**src/unpack_consts.vh**
```
`ifndef UNPACK_CONSTS_VH
`define UNPACK_CONSTS_VH
`define PACK_NONE      2'h0
`define PACK_TWO       2'h1
`define PACK_THREE     2'h2
`define PACK_SIX       2'h3
`define WORDS_NONE     4'h1
`define WORDS_TWO      4'h2
`define WORDS_THREE    4'h4
`define WORDS_SIX      4'h8
`define SEG_WORDS_TWO  24'h100000
`define SEG_WORDS_THR  24'h080000
`define SEG_WORDS_SIX  24'h040000
`define BANK_ZERO      2'h0
`endif

```
**src/instruction_unpacking_translator.v**
```verilog
`timescale 1ns/10ps
`default_nettype none
`include "unpack_consts.vh"
module instruction_unpacking_translator #(
   parameter PAGE_BITS = 8
) (
   input  wire        i_core_clk,
   input  wire        i_arst_n,
   input  wire [1:0]  i_instruction_packing_select,
   input  wire [23:0] i_seg_start,
   input  wire        i_fetch_req,
   input  wire [23:0] i_fetch_addr,
   output reg         o_fetch_stall,
   output reg         o_opcode_valid,
   output reg  [47:0] o_opcode,
   output reg         o_seg_overflow,
   output reg  [23:0] o_page_span,
   output reg         o_mem_req,
   output reg  [26:0] o_mem_addr,
   output reg  [1:0]  o_mem_bank,
   input  wire        i_mem_ack,
   input  wire [47:0] i_mem_rdata
);
   localparam ST_IDLE = 1'b0;
   localparam ST_READ = 1'b1;

   reg        state;
   reg [1:0]  mode;
   reg [2:0]  idx;
   reg [47:0] acc;

   // Next values of the fetch sequencer and outputs
   reg        next_state;
   reg [1:0]  next_mode;
   reg [2:0]  next_idx;
   reg [47:0] next_acc;
   reg        next_fetch_stall;
   reg        next_opcode_valid;
   reg [47:0] next_opcode;
   reg        next_seg_overflow;
   reg [23:0] next_page_span;
   reg        next_mem_req;
   reg [26:0] next_mem_addr;
   reg [1:0]  next_mem_bank;

   // Reads per instruction for a mode (including the unused fourth, or seventh and eighth)
   function [3:0] words_for;
      input [1:0] m;
      begin
         case (m)
            `PACK_TWO:   words_for = `WORDS_TWO;
            `PACK_THREE: words_for = `WORDS_THREE;
            `PACK_SIX:   words_for = `WORDS_SIX;
            default:     words_for = `WORDS_NONE;
         endcase
      end
   endfunction

   // Right shift of the page size for a mode
   function [4:0] span_shift;
      input [1:0] m;
      begin
         case (m)
            `PACK_TWO:   span_shift = 5'h1;
            `PACK_THREE: span_shift = 5'h2;
            `PACK_SIX:   span_shift = 5'h3;
            default:     span_shift = 5'h0;
         endcase
      end
   endfunction

   // First physical address: k*L - (k-1)*S
   function [26:0] first_addr;
      input [1:0]  m;
      input [23:0] l;
      input [23:0] s;
      begin
         case (m)
            `PACK_TWO:   first_addr = {2'h0, l, 1'b0} - {3'h0, s};
            `PACK_THREE: first_addr = {1'b0, l, 2'h0} - {2'h0, s, 1'b0} - {3'h0, s};
            `PACK_SIX:   first_addr = {l, 3'h0} - {s, 3'h0} + {3'h0, s};
            default:     first_addr = {3'h0, l};
         endcase
      end
   endfunction

   // Offset beyond the longest segment of a packed mode
   function seg_over;
      input [1:0]  m;
      input [23:0] off;
      begin
         case (m)
            `PACK_TWO:   seg_over = off >= `SEG_WORDS_TWO;
            `PACK_THREE: seg_over = off >= `SEG_WORDS_THR;
            `PACK_SIX:   seg_over = off >= `SEG_WORDS_SIX;
            default:     seg_over = 1'b0;
         endcase
      end
   endfunction

   // Lay one external word into its ascending lanes; rest is held
   function [47:0] place_word;
      input [1:0]  m;
      input [2:0]  i;
      input [47:0] part;
      input [47:0] word;
      begin
         case (m)
            `PACK_TWO: begin
               if (i == 3'h0)
                  place_word = {part[47:32], word[31:0]};
               else
                  place_word = {word[15:0], part[31:0]};
            end
            `PACK_THREE: begin
               case (i)
                  3'h0:    place_word = {part[47:16], word[15:0]};
                  3'h1:    place_word = {part[47:32], word[15:0], part[15:0]};
                  3'h2:    place_word = {word[15:0], part[31:0]};
                  default: place_word = part; // Fourth word is padding
               endcase
            end
            `PACK_SIX: begin
               if (i < 3'h6)
                  place_word = part | ({40'h0, word[7:0]} << {i, 3'h0});
               else
                  place_word = part; // Last two bytes are padding
            end
            default: place_word = word;
         endcase
      end
   endfunction

   // Page span, segment offset and word placement
   localparam [23:0] PAGE_SIZE = 24'h1 << PAGE_BITS;
   wire [3:0]  nwords   = words_for(mode);
   wire [23:0] seg_off  = i_fetch_addr - i_seg_start;
   wire        last_ack = ({1'b0, idx} == nwords - 4'h1);
   wire [47:0] merged   = place_word(mode, idx, acc, i_mem_rdata);

   // Sequencer decisions for the coming edge
   always @* begin
      next_state        = state;
      next_mode         = mode;
      next_idx          = idx;
      next_acc          = acc;
      next_fetch_stall  = o_fetch_stall;
      next_opcode_valid = 1'b0;
      next_opcode       = o_opcode;
      next_seg_overflow = o_seg_overflow;
      next_page_span    = PAGE_SIZE >> span_shift(i_instruction_packing_select);
      next_mem_req      = o_mem_req;
      next_mem_addr     = o_mem_addr;
      next_mem_bank     = `BANK_ZERO;
      case (state)
         ST_IDLE: begin
            if (i_fetch_req) begin
               next_mode         = i_instruction_packing_select;
               next_idx          = 3'h0;
               next_acc          = 48'h0;
               next_state        = ST_READ;
               next_fetch_stall  = 1'b1;
               next_mem_req      = 1'b1;
               next_mem_addr     = first_addr(i_instruction_packing_select, i_fetch_addr, i_seg_start);
               next_seg_overflow = seg_over(i_instruction_packing_select, seg_off);
            end
         end
         ST_READ: begin
            if (i_mem_ack) begin
               next_acc = merged;
               if (last_ack) begin
                  next_state        = ST_IDLE;
                  next_mem_req      = 1'b0;
                  next_fetch_stall  = 1'b0;
                  next_opcode_valid = 1'b1;
                  next_opcode       = merged;
               end else begin
                  next_idx      = idx + 3'h1;
                  next_mem_addr = o_mem_addr + 27'h1;
               end
            end
         end
         default: next_state = ST_IDLE;
      endcase
   end

   // Sequencer state registers
   always @(posedge i_core_clk or negedge i_arst_n) begin
      if (!i_arst_n) begin
         state <= ST_IDLE;
         mode  <= `PACK_NONE;
         idx   <= 3'h0;
         acc   <= 48'h0;
      end else begin
         state <= next_state;
         mode  <= next_mode;
         idx   <= next_idx;
         acc   <= next_acc;
      end
   end

   // Handshake outputs toward sequencer and memory
   always @(posedge i_core_clk or negedge i_arst_n) begin
      if (!i_arst_n) begin
         o_fetch_stall  <= 1'b0;
         o_opcode_valid <= 1'b0;
         o_mem_req      <= 1'b0;
         o_mem_addr     <= 27'h0;
         o_mem_bank     <= 2'h0;
      end else begin
         o_fetch_stall  <= next_fetch_stall;
         o_opcode_valid <= next_opcode_valid;
         o_mem_req      <= next_mem_req;
         o_mem_addr     <= next_mem_addr;
         o_mem_bank     <= next_mem_bank;
      end
   end

   // Opcode and status outputs
   always @(posedge i_core_clk or negedge i_arst_n) begin
      if (!i_arst_n) begin
         o_opcode       <= 48'h0;
         o_seg_overflow <= 1'b0;
         o_page_span    <= 24'h0;
      end else begin
         o_opcode       <= next_opcode;
         o_seg_overflow <= next_seg_overflow;
         o_page_span    <= next_page_span;
      end
   end
endmodule // instruction_unpacking_translator
`default_nettype wire

```
**config.mk**
```make
export PLATFORM = sky130hd
export DESIGN_NAME = instruction_unpacking_translator
export DESIGN_NICKNAME = d
export VERILOG_FILES = /design/src/instruction_unpacking_translator.v
export VERILOG_INCLUDE_DIRS = /design/src
export SDC_FILE = /design/constraint.sdc
export NUM_CORES = 1
export LEC_CHECK = 0
export ABC_CLOCK_PERIOD_IN_PS = 4900
export BUFFER_PORTS_ARGS = -buffer_cell sky130_fd_sc_hd__buf_2
export CAP_MARGIN = 0
export CORE_MARGIN = 5
export CORE_UTILIZATION = 47
export CTS_CLUSTER_DIAMETER = 30
export DETAILED_ROUTE_END_ITERATION = 8
export PLACE_DENSITY = 0.68
export SETUP_SLACK_MARGIN = 0.15
export SYNTH_ARGS = -nofsm -noshare
export SYNTH_HDL_FRONTEND = slang
export SYNTH_SLANG_ARGS = --single-unit
```
**constraint.sdc**
```tcl
create_clock -name i_core_clk -period 4.9 [get_ports i_core_clk]
set_clock_uncertainty 0.05 [all_clocks]
set_input_delay 0 -clock i_core_clk [delete_from_list [all_inputs] [get_ports i_core_clk]]
set_output_delay 0 -clock i_core_clk [all_outputs]
set_load 0.05 [all_outputs]
```
Word-level counts from Yosys, hierarchy flattened
Index checks and enable logic that the tools add are counted.
{ "totals": {"ff_bits": 156, "out_inout_bits": 105, "word_cells": 76} }
{ "op_classes": {"add_sub_neg": 9, "order_cmp": 4, "eq_ne": 13, "shifts": 2, "muxes": 30, "n_bitwise": 2, "reduce_logical": 6} }
{ "ops": {"columns": ["operator", "count"], "rows": [
  ["$pmux W48 S3", 2],
  ["$mux W48", 4],
  ["$pmux W48 S2", 1],
  ["$mux W27", 3],
  ["$pmux W27 S3", 1],
  ["$pmux W27 S2", 1],
  ["$or A48 B48 Y48", 1],
  ["$shl A8 B6 Y48", 1],
  ["$add A27 B1 Y27 const B", 1],
  ["$add A27 B24 Y27", 1],
  ["$sub A26 B25 Y27", 1],
  ["$sub A27 B24 Y27", 1],
  ["$sub A27 B27 Y27", 1],
  ["$sub A25 B24 Y26", 1],
  ["$ge A24 B19 Y1 const B", 1],
  ["$ge A24 B20 Y1 const B", 1],
  ["$ge A24 B21 Y1 const B", 1],
  ["$shr A9 B5 Y24 const A", 1],
  ["$sub A24 B24 Y24", 1],
  ["$pmux W4 S3", 1],
  ["$mux W1", 9],
  ["$mux W3", 3],
  ["$reduce_and A3 Y1", 3],
  ["$eq A2 B2 Y1 const B", 4],
  ["other kinds (16)", 21]
]} }

Logic depth before layout (Yosys ltp)
Gate-level depths: netlist (run 1).
{ "depth": {"ltp_word": 7, "ltp_mapped": 13, "mapped_depth_nobuf": 13} }

Least setup slack after synthesis (run 1)
Ideal clock, no wire load.
{ "synth_path": {"path_kind": "input port to flip-flop", "startpoint": "input i_seg_start[8]", "endpoint": "register o_mem_addr[17]", "setup_time_ns": 0.077, "arrival_time_ns": 2.943, "t_required_ns": 4.773, "setup_slack_ns": 1.831, "stages": 13, "n_path_buf": 0, "path_cell_list": "inv_1 -> fa_1 -> inv_1 -> ha_1 -> and3_1 -> and3_2 -> a221o_1 -> a41oi_1 -> o21bai_1 -> a21oi_1 -> xor2_1 -> mux4_2 -> o21ai_1"} }
{ "synth_via": {"elab_chain_len": 5, "elab_cells_between_ends": 8, "classes_between": "add/sub: 5; mux: 3"} }
{ "synth_lines": {"columns": ["element", "line_no", "text"], "rows": [
  ["start: declaration", "instruction_unpacking_translator.v:10", "input wire [23:0] i_seg_start,"],
  ["$sub A27 B27 Y27 / $sub A26 B25 Y27 (equally long branches)", "instruction_unpacking_translator.v:81, instruction_unpacking_translator.v:80", null],
  ["$add A27 B24 Y27 / $sub A27 B24 Y27 (equally long branches)", "instruction_unpacking_translator.v:81, instruction_unpacking_translator.v:80", null],
  ["$pmux W27 S3 (*)", "instruction_unpacking_translator.v:78", "case (m)"],
  ["$mux W27 (*)", "instruction_unpacking_translator.v:157", "if (i_fetch_req) begin"],
  ["$pmux W27 S2 (*)", "instruction_unpacking_translator.v:155", "case (state)"],
  ["end signal: assignment", "instruction_unpacking_translator.v:214", "o_mem_addr <= next_mem_addr;"],
  ["end: declaration", "instruction_unpacking_translator.v:19", "output reg [26:0] o_mem_addr,"]
]} }
Mark *: on every way between the ends. The rest lies on a longest branch, timed or not. The select of a mux whose other input is x is not followed.
A chain may end at the register's enable or synchronous reset.

Final worst setup path (run 1)
{ "layout_path": {"startpoint": "register mode[0]", "endpoint": "register o_mem_addr[25]"} }
{ "layout_via": {"elab_chain_len": 6, "elab_cells_between_ends": 8, "classes_between": "add/sub: 1; eq/ne: 5; mux: 1; reduce/logical: 1"} }
{ "layout_lines": {"columns": ["element", "line_no", "text"], "rows": [
  ["start: declaration", "instruction_unpacking_translator.v:28", "reg [1:0] mode;"],
  ["start signal: assignment", "instruction_unpacking_translator.v:191", "mode <= `PACK_NONE;"],
  ["start signal: assignment", "instruction_unpacking_translator.v:196", "mode <= next_mode;"],
  ["$eq A2 B2 Y1 / $eq A2 B1 Y1 (equally long branches)", "instruction_unpacking_translator.v:50", "case (m)"],
  ["$pmux W4 S3 (*)", "instruction_unpacking_translator.v:50", null],
  ["$sub A4 B1 Y4 (*)", "instruction_unpacking_translator.v:138", "wire last_ack = ({1'b0, idx} == nwords - 4'h1);"],
  ["$eq A3 B4 Y1 (*)", "instruction_unpacking_translator.v:138", null],
  ["$ne A2 B2 Y1 (no line) (*)", null, null],
  ["$reduce_and A3 Y1 (no line) (*)", null, null]
]} }
Mark *: on every way between the ends. The rest lies on a longest branch, timed or not.

==> results.toml, run 1 <==
[global_routing]
grt_pass1_vias = 12200
grt_pass1_wl_um = 64900
grt_overflow_total = 0
antenna_found_initial = 0
grt_max_degree = 90
track_usage_pct = 25.8

[clock_tree]
htree_levels = 4
cts_tree = "done"
cts_root_buf = "clkbuf_16"
clk_latency_ns = 0.41
clk_path_buf_depth = 2
clock_sinks = 136
numCtsBuffers = 17
path_clk_slew_ns = 0.07

[timing]
max_freq_mhz = 297
post-route-period-util_pct = 68.6
finalMaxSlewViolations = 0
tightestPinTransition_ns = 1.23
setup_viol = 0
relSlewSlack_pct = 17.4
whs_ns = 0.0227
tns_ns = 0
min_period_ns = 3.36
hold_viol = 0
setup_slack_ns = 1.54
rsz0062_at_grt = "false"

[route]
viasPerCell = 5.91
finalWirelength_um = 41000
drt-wirelength-per-cell_um = 19.2
remaining_drc_errors = 0
detail-route-antenna-nets = 0
dr.pass1.iters = 6
drt_iter0_markers = 1178
vias = 12700

[place]
post-place-ws_ns = 1.28
dp_cells = 2064
place.gp.congestion = 0.987
hpwl_um = 31400
io_buffers = 184

[die]
die_w_um = 176
rows = 61
ioPinCount = 207
dieHeight_um = 176
die_area_sq_um = 31100
coreArea_sq_um = 27600
initial_utilization_pct = 47.2

[layout]
fillers = 2562
final_cells = 2140
final_nets = 2002
area_growth_pct = 17.0
drive_gt1_share_pct = 15.3
utilization_pct = 55.2
antenna_cells = 0

[synth]
synth_cell_types = 88
netlist_top_cells_area = "dfrtp_1 (26%), ha_1 (10%), fa_1 (7.2%)"
postSynth.asyncResetShare_pct = 100
synth-edff-count = 0
synthFlopType = "dfrtp_1"
synth_common_cells = "nand2_1 (174), dfrtp_1 (136), o21ai_0 (128)"
synth_cells = 1548
syn_avg_cell_area_sq_um = 8.40
synth.ff_latch_count = 136
yosys.cell_count.top_type = "nand2_1"
syn_area_sq_um = 13000
synth_warnings = 0
yosys.area.top_type = "dfrtp_1"
yosysTopAreaCellShare_pct = 26.2
seq_area_frac_synth_pct = 26.2

[setup_path]
r2r-start = "mode[0]$_DFFE_PN0P_"
cp.arrival_ns = 3.60
crit_type = "reg -> reg"
timing.reg2reg.setup_slack_ns = 1.54
crit_path_start_kind = "flop"
end_kind = "flop"
crit_fanout = 25
critPathRequiredTime_ns = 5.14
worst_path_max_delay_cell = "o31a_1"
r2r_end = "o_mem_addr[25]$_DFFE_PN0P_"
max_stage_delay_ns = 0.81
reg2reg_depth = 7
crit_path_cell_trace = "or2_1, nor4_2, o31a_1, nor2_1, mux2_1, a22oi_1, o211ai_1"

[pwr]
p_int_uw = 3820
p_leak_uw = 0.00729
combPwrFrac_pct = 59.9
peakVddDrop_mv = 0.240
power.share.sequential_pct = 24.9
switchingPower_uw = 4160
power_density_nw_per_um2 = 525
clkPwrFrac_pct = 15.2
sw_frac_of_total_pct = 52.1

[hold_path]
min_delay_path_depth = 4
min_to = "o_opcode[31]$_DFFE_PN0P_"
hp-class = "in -> reg"
hp-start = "i_mem_rdata[31]"

[outcome]
status = "finished, final reports clean"

[job]
max_cap_violations = 0
-- sequential cells by signal, indices dropped and copies added, names as in the netlist --
signal and flops:
o_mem_addr 27, mode 2, idx 3, state 1, o_opcode 48, o_page_span 4
acc 48, o_seg_overflow 1, o_opcode_valid 1, o_mem_req 1
-- how the worst max path moves through the flow --
stage	cells after the start	from	to
after floorplan	13	i_seg_start[8]	o_mem_addr[17]$_DFFE_PN0P_
after global placement	13	i_seg_start[1]	o_mem_addr[24]$_DFFE_PN0P_
after detailed placement	13	i_seg_start[1]	o_mem_addr[22]$_DFFE_PN0P_
after CTS	7	mode[0]$_DFFE_PN0P_	o_mem_addr[25]$_DFFE_PN0P_
after global routing	7	mode[0]$_DFFE_PN0P_	o_mem_addr[25]$_DFFE_PN0P_
final	7	mode[0]$_DFFE_PN0P_	o_mem_addr[25]$_DFFE_PN0P_
-- cell families (layout without fill, tap and decap cells) --
| kind of cell | count (synthesis) | in the layout | synth area share, % |
|---|---|---|---|
| compound gates | 529 | 529 | 27.1 |
| simple gates | 447 | 447 | 16.3 |
| buf+inv | 205 | 398 | 6.63 |
| fa+ha+maj | 151 | 151 | 17.2 |
| flops | 136 | 136 | 26.2 |
| xor+xnor | 51 | 51 | 3.43 |
| mux | 28 | 28 | 3.09 |
| other cells | 1 | 22 | 0.0288 |
-- power groups by stage --
stage                     clock network [uW]  registers [uW]  logic [uW]
after global placement                     0            1980        4640
after detailed placement                   0            2000        4720
final                                   1210            1990        4780
after floorplan                            0            2860        2640
after CTS                               1230            1980        4770
after global routing                    1280            2060        5200
-- cells in the final DEF, fill, tap and decap left out, types with 10 or more instances in the layout --
master and count:
dlygate4sd3_1 44, dfrtp_1 136, nand2b_1 15, a222oi_1 26, o21ai_0 128, nor3_1 40, clkbuf_16 17, xnor2_1 27
a22oi_1 21, a22o_1 11, conb_1 22, and3_1 17, nor2_1 84, a21o_1 54, buf_4 16, inv_1 121
buf_2 183, ha_1 104, xor2_1 24, a21oi_1 98, fa_1 47, a211oi_1 21, and2_1 13, o21a_1 13
nand2_1 174, mux2i_1 12, a21boi_0 11, o211ai_1 15, nand3_1 27, or3_1 10, nand4_1 17, nor2b_1 13
o21ai_1 31
-- critical path: cells and delay by family (launching register included) --
family          cells  cell delay (ns)
simple gates        3             1.17
mux                 1             0.32
flops               1             0.54
compound gates      3             1.15
-- layout make-up --
type | count | area, sq um | share of cell area [%]
Multi-Input combinational cell | 1228 | 8840 | 58.1
Sequential cell | 136 | 3400 | 22.4
Timing Repair Buffer | 244 | 1490 | 9.78
Tap cell | 378 | 473 | 3.11
Inverter | 122 | 458 | 3.01
Clock buffer | 17 | 425 | 2.80
Clock inverter | 15 | 131 | 0.863
-- what timing repair did --
| action | CTS | global route |
|---|---|---|
| hold endpoints to repair | 160 | 0 |
| gates resized for setup | 0 | 0 |
| buffers inserted | 0 | 0 |
| hold buffers | 44 | 0 |
-- per-stage QoR --
step | area, sq um | total power, uW
after floorplan | 13100 | 5500
after global placement | 14200 | 6630
after detailed placement | 14200 | 6720
after CTS | 15200 | 7980
after global routing | 15200 | 8540
final | 15200 | 7980
-- metal layers --
layer / vias to the layer above / routed length, um / part of all wire [%] / GRT usage (%)
met5: - / 0 / 0 / 0
met4: 0 / 815 / 2.0 / 6.06
met3: 53 / 2840 / 6.9 / 3.77
met2: 506 / 19800 / 48 / 44.1
met1: 6058 / 17600 / 43 / 34.9
li1: 6036 / - / - / -
Note: power is estimated with default switching activity, not from simulation.
==> run 2: changes to the inputs <==
--- a/config.mk
+++ b/config.mk
@@ -6,14 +6,15 @@
 export SDC_FILE = /design/constraint.sdc
 export NUM_CORES = 1
 export LEC_CHECK = 0
-export ABC_CLOCK_PERIOD_IN_PS = 4900
+export ABC_AREA = 1
+export ABC_CLOCK_PERIOD_IN_PS = 3450
 export BUFFER_PORTS_ARGS = -buffer_cell sky130_fd_sc_hd__buf_2
 export CAP_MARGIN = 0
 export CORE_MARGIN = 5
 export CORE_UTILIZATION = 47
 export CTS_CLUSTER_DIAMETER = 30
 export DETAILED_ROUTE_END_ITERATION = 8
-export PLACE_DENSITY = 0.68
+export PLACE_DENSITY = 0.67
 export SETUP_SLACK_MARGIN = 0.15
 export SYNTH_ARGS = -nofsm -noshare
 export SYNTH_HDL_FRONTEND = slang
==> constraint.sdc (replaced) <==
create_clock -name i_core_clk -period 3.45 [get_ports i_core_clk]
set_clock_uncertainty 0.05 [all_clocks]
set_input_delay 0 -clock i_core_clk [delete_from_list [all_inputs] [get_ports i_core_clk]]
set_output_delay 0 -clock i_core_clk [all_outputs]
set_load 0.05 [all_outputs]
==> run 2 against run 1 <==
Compared with the run above:
- largest cell class unchanged
- clock power rose by 58%
- worst setup slack got worse by 0.93 ns
- critical endpoint is now o_mem_addr[17]$_DFFE_PN0P_
- non-clock buffer count rose by 13
- clock-buffer cell count unchanged
- sequential cell count is the same
- global-route usage up 7.8 points
- total power grew 61%
- die area rose by 18%
- sequential share of layout area decreased by 3.4 points
==> results.toml, run 2 <==
[outcome]
status = "finished, final reports clean"

[setup_path]
r2r_end = "acc[34]$_DFFE_PN0P_"
timing.reg2reg.setup_slack_ns = 0.69
timing.critical_path.to = "o_mem_addr[17]$_DFFE_PN0P_"
critPathLaunch = "i_seg_start[1]"
crit_path_start_kind = "input port"
cp.arrival_ns = 3.12
end_kind = "flop"
r2r-start = "idx[0]$_DFFE_PN0P_"
reg2reg_depth = 9
crit_fanout = 9
crit_type = "in -> reg"
critPathRequiredTime_ns = 3.72

[clock_tree]
cts_tree = "done"
clock_sinks = 136
htree_levels = 4
cts_resized = 0
clk_latency_ns = 0.45
path_clk_slew_ns = 0.07
clk_path_buf_depth = 2
cts_root_buf = "clkbuf_16"
numCtsBuffers = 17

[place]
io_buffers = 184
dp_cells = 3057
hpwl_um = 51700
place.gp.congestion = 1.00

[route]
drt_iter0_markers = 1975
remaining_drc_errors = 0
viasPerCell = 5.65
drt-wirelength-per-cell_um = 20.0
finalWirelength_um = 63000
vias = 17700
dr.pass1.iters = 7
detail-route-antenna-nets = 0

[synth]
synthAdderAreaFrac_pct = 14.5
seq_area_frac_synth_pct = 21.9
yosys.area_share.xor_xnor_pct = 0.791
synth-edff-count = 0
syn_avg_cell_area_sq_um = 6.29
yosysTopAreaCellShare_pct = 21.9
synth_cells = 2465
yosys.area.top_type = "dfrtp_1"
synth_common_cells = "nand2_1 (687), inv_1 (414), nor2_1 (197)"
synthFlopType = "dfrtp_1"
yosys.cell_count.top_type = "nand2_1"
synth_top_family_by_area = "simple AND/OR/NAND/NOR gates"
synth_mux_area_share_pct = 0
postSynth.asyncResetShare_pct = 100
synth_compound_area_share_pct = 17.6
synth.ff_latch_count = 136
synth_warnings = 0
netlist_top_cells_area = "dfrtp_1 (22%), nand2_1 (17%), inv_1 (10%)"
yosys.area_share.simple_pct = 32.1
synth_cell_types = 54
syn_area_sq_um = 15500

[layout]
final_common_cell = "nand2_1"
drive_gt1_share_pct = 10.4
area_growth_pct = 15.7
reg.largest.list = "acc (48), o_opcode (48), o_mem_addr (27)"
final_nets = 2935
layout_common_cells = "nand2_1 (686), inv_1 (414), nor2_1 (197)"
final_cells = 3141

[job]
max_cap_violations = 0

[die]
coreArea_sq_um = 32500
rows = 66
initial_utilization_pct = 47.7
die_area_sq_um = 36700
ioPinCount = 207
die_w_um = 192
dieHeight_um = 192

[global_routing]
antenna_found_initial = 5
grt_pass1_vias = 16600
grt_pass1_wl_um = 94700
grt_max_degree = 71
track_usage_pct = 33.7
grt_overflow_total = 0

[pwr]
p_leak_uw = 0.00963
peakVddDrop_mv = 0.488
power_density_nw_per_um2 = 715
power.total_uw = 12800

[timing]
rsz0062_at_grt = "false"
min_period_ns = 2.85
setup_viol = 0
relSlewSlack_pct = 36.3
max_freq_mhz = 351
post-route-period-util_pct = 82.5
finalMaxSlewViolations = 0
tightestPinTransition_ns = 0.931
hold_viol = 0
tns_ns = 0

[hold_path]
hp-class = "in -> async"
-- run 2: cell count changes in the layout (fill, tap and decap cells not counted), sizes merged, moves of 39 or more --
cell | before | now
a21o | 54 | 3
a21oi | 101 | 170
inv | 130 | 432
nand2 | 174 | 690
nand3 | 28 | 171
nand4 | 17 | 58
nor2 | 85 | 204
o22ai | 2 | 41
-- run 2: how the worst min path moves through the flow --
stage / start / to / slack (ns)
after floorplan: i_arst_n / acc[0]$_DFFE_PN0P_ / -0.35
after global routing: i_mem_rdata[6] / acc[6]$_DFFE_PN0P_ / 0.06
after detailed placement: i_arst_n / o_mem_addr[8]$_DFFE_PN0P_ / -0.002
final: i_arst_n / o_mem_addr[8]$_DFFE_PN0P_ / 0.07
after CTS: i_mem_rdata[6] / acc[6]$_DFFE_PN0P_ / 0.01
after global placement: i_arst_n / o_mem_addr[8]$_DFFE_PN0P_ / -0.01
-- run 2: critical path: stages --
cell,delay [ns]
buf_2,0.27
inv_1,0.13
fa_1,0.60
inv_1,0.07
fa_1,0.35
inv_1,0.20
nand3_1,0.10
nand3_1,0.23
nand2_1,0.08
nand2_1,0.21
nand2_1,0.11
nand2_1,0.07
nand2_1,0.04
nand3_1,0.07
nand2_1,0.07
inv_1,0.06
nand3_1,0.21
nand2_1,0.13
a21oi_1,0.09
-- run 2: layout make-up --
cell class / count / area (sq um)
well taps: 442 / 553
flip-flops and latches: 136 / 3400
multi-input cells: 1843 / 10200
clock inverters: 15 / 179
clock buffers: 17 / 425
fillers: 3352 / 14600
diodes: 4 / 10.0
inverters: 427 / 1600
repair buffers: 257 / 1610
-- run 2: kinds of logic (layout without fill, tap and decap cells) --
group | after synthesis | after routing
AOI/OAI and AO/OA | 473 | 473
xor gates and xnor gates | 14 | 14
DFF | 136 | 136
adders and majority gates | 151 | 151
other | 1 | 26
and+or+nand+nor | 1183 | 1183
buffers and inverters | 507 | 716
-- run 2: per-layer routing --
metal | global-route usage (%) | wire, um | vias to the layer above
met3 | 8.11 | 6400 | 117
met1 | 47.5 | 27300 | 8322
met5 | 0 | 13 | -
met2 | 50.9 | 27100 | 861
li1 | - | - | 8443
met4 | 11.0 | 2160 | 2
-- run 2: timing repair --
action / in CTS / in global routing
endpoints found under the setup margin: 0 / 0
hold buffers: 48 / 0
hold endpoints to repair: 157 / 0
setup buffers: 0 / 0
-- run 2: report_power, final --
group / internal (uW) / switching (uW) / total (uW)
logic: 2250 / 5870 / 8110
clock network: 1090 / 817 / 1910
registers: 2280 / 519 / 2800
total: 5620 / 7200 / 12800
-- run 2: stage by stage --
step / area [sq um] / hold WS, ns / utilization, % / setup WS, ns
after floorplan: 15600 / -0.346 / - / 1.23
after global placement: 16800 / -0.0114 / 51.8 / 0.252
after detailed placement: 16800 / -0.00153 / 51.8 / 0.206
after CTS: 17900 / 0.0116 / 55.1 / 0.677
after global routing: 17900 / 0.0582 / 55.1 / 0.437
final: 17900 / 0.0704 / 55.1 / 0.604
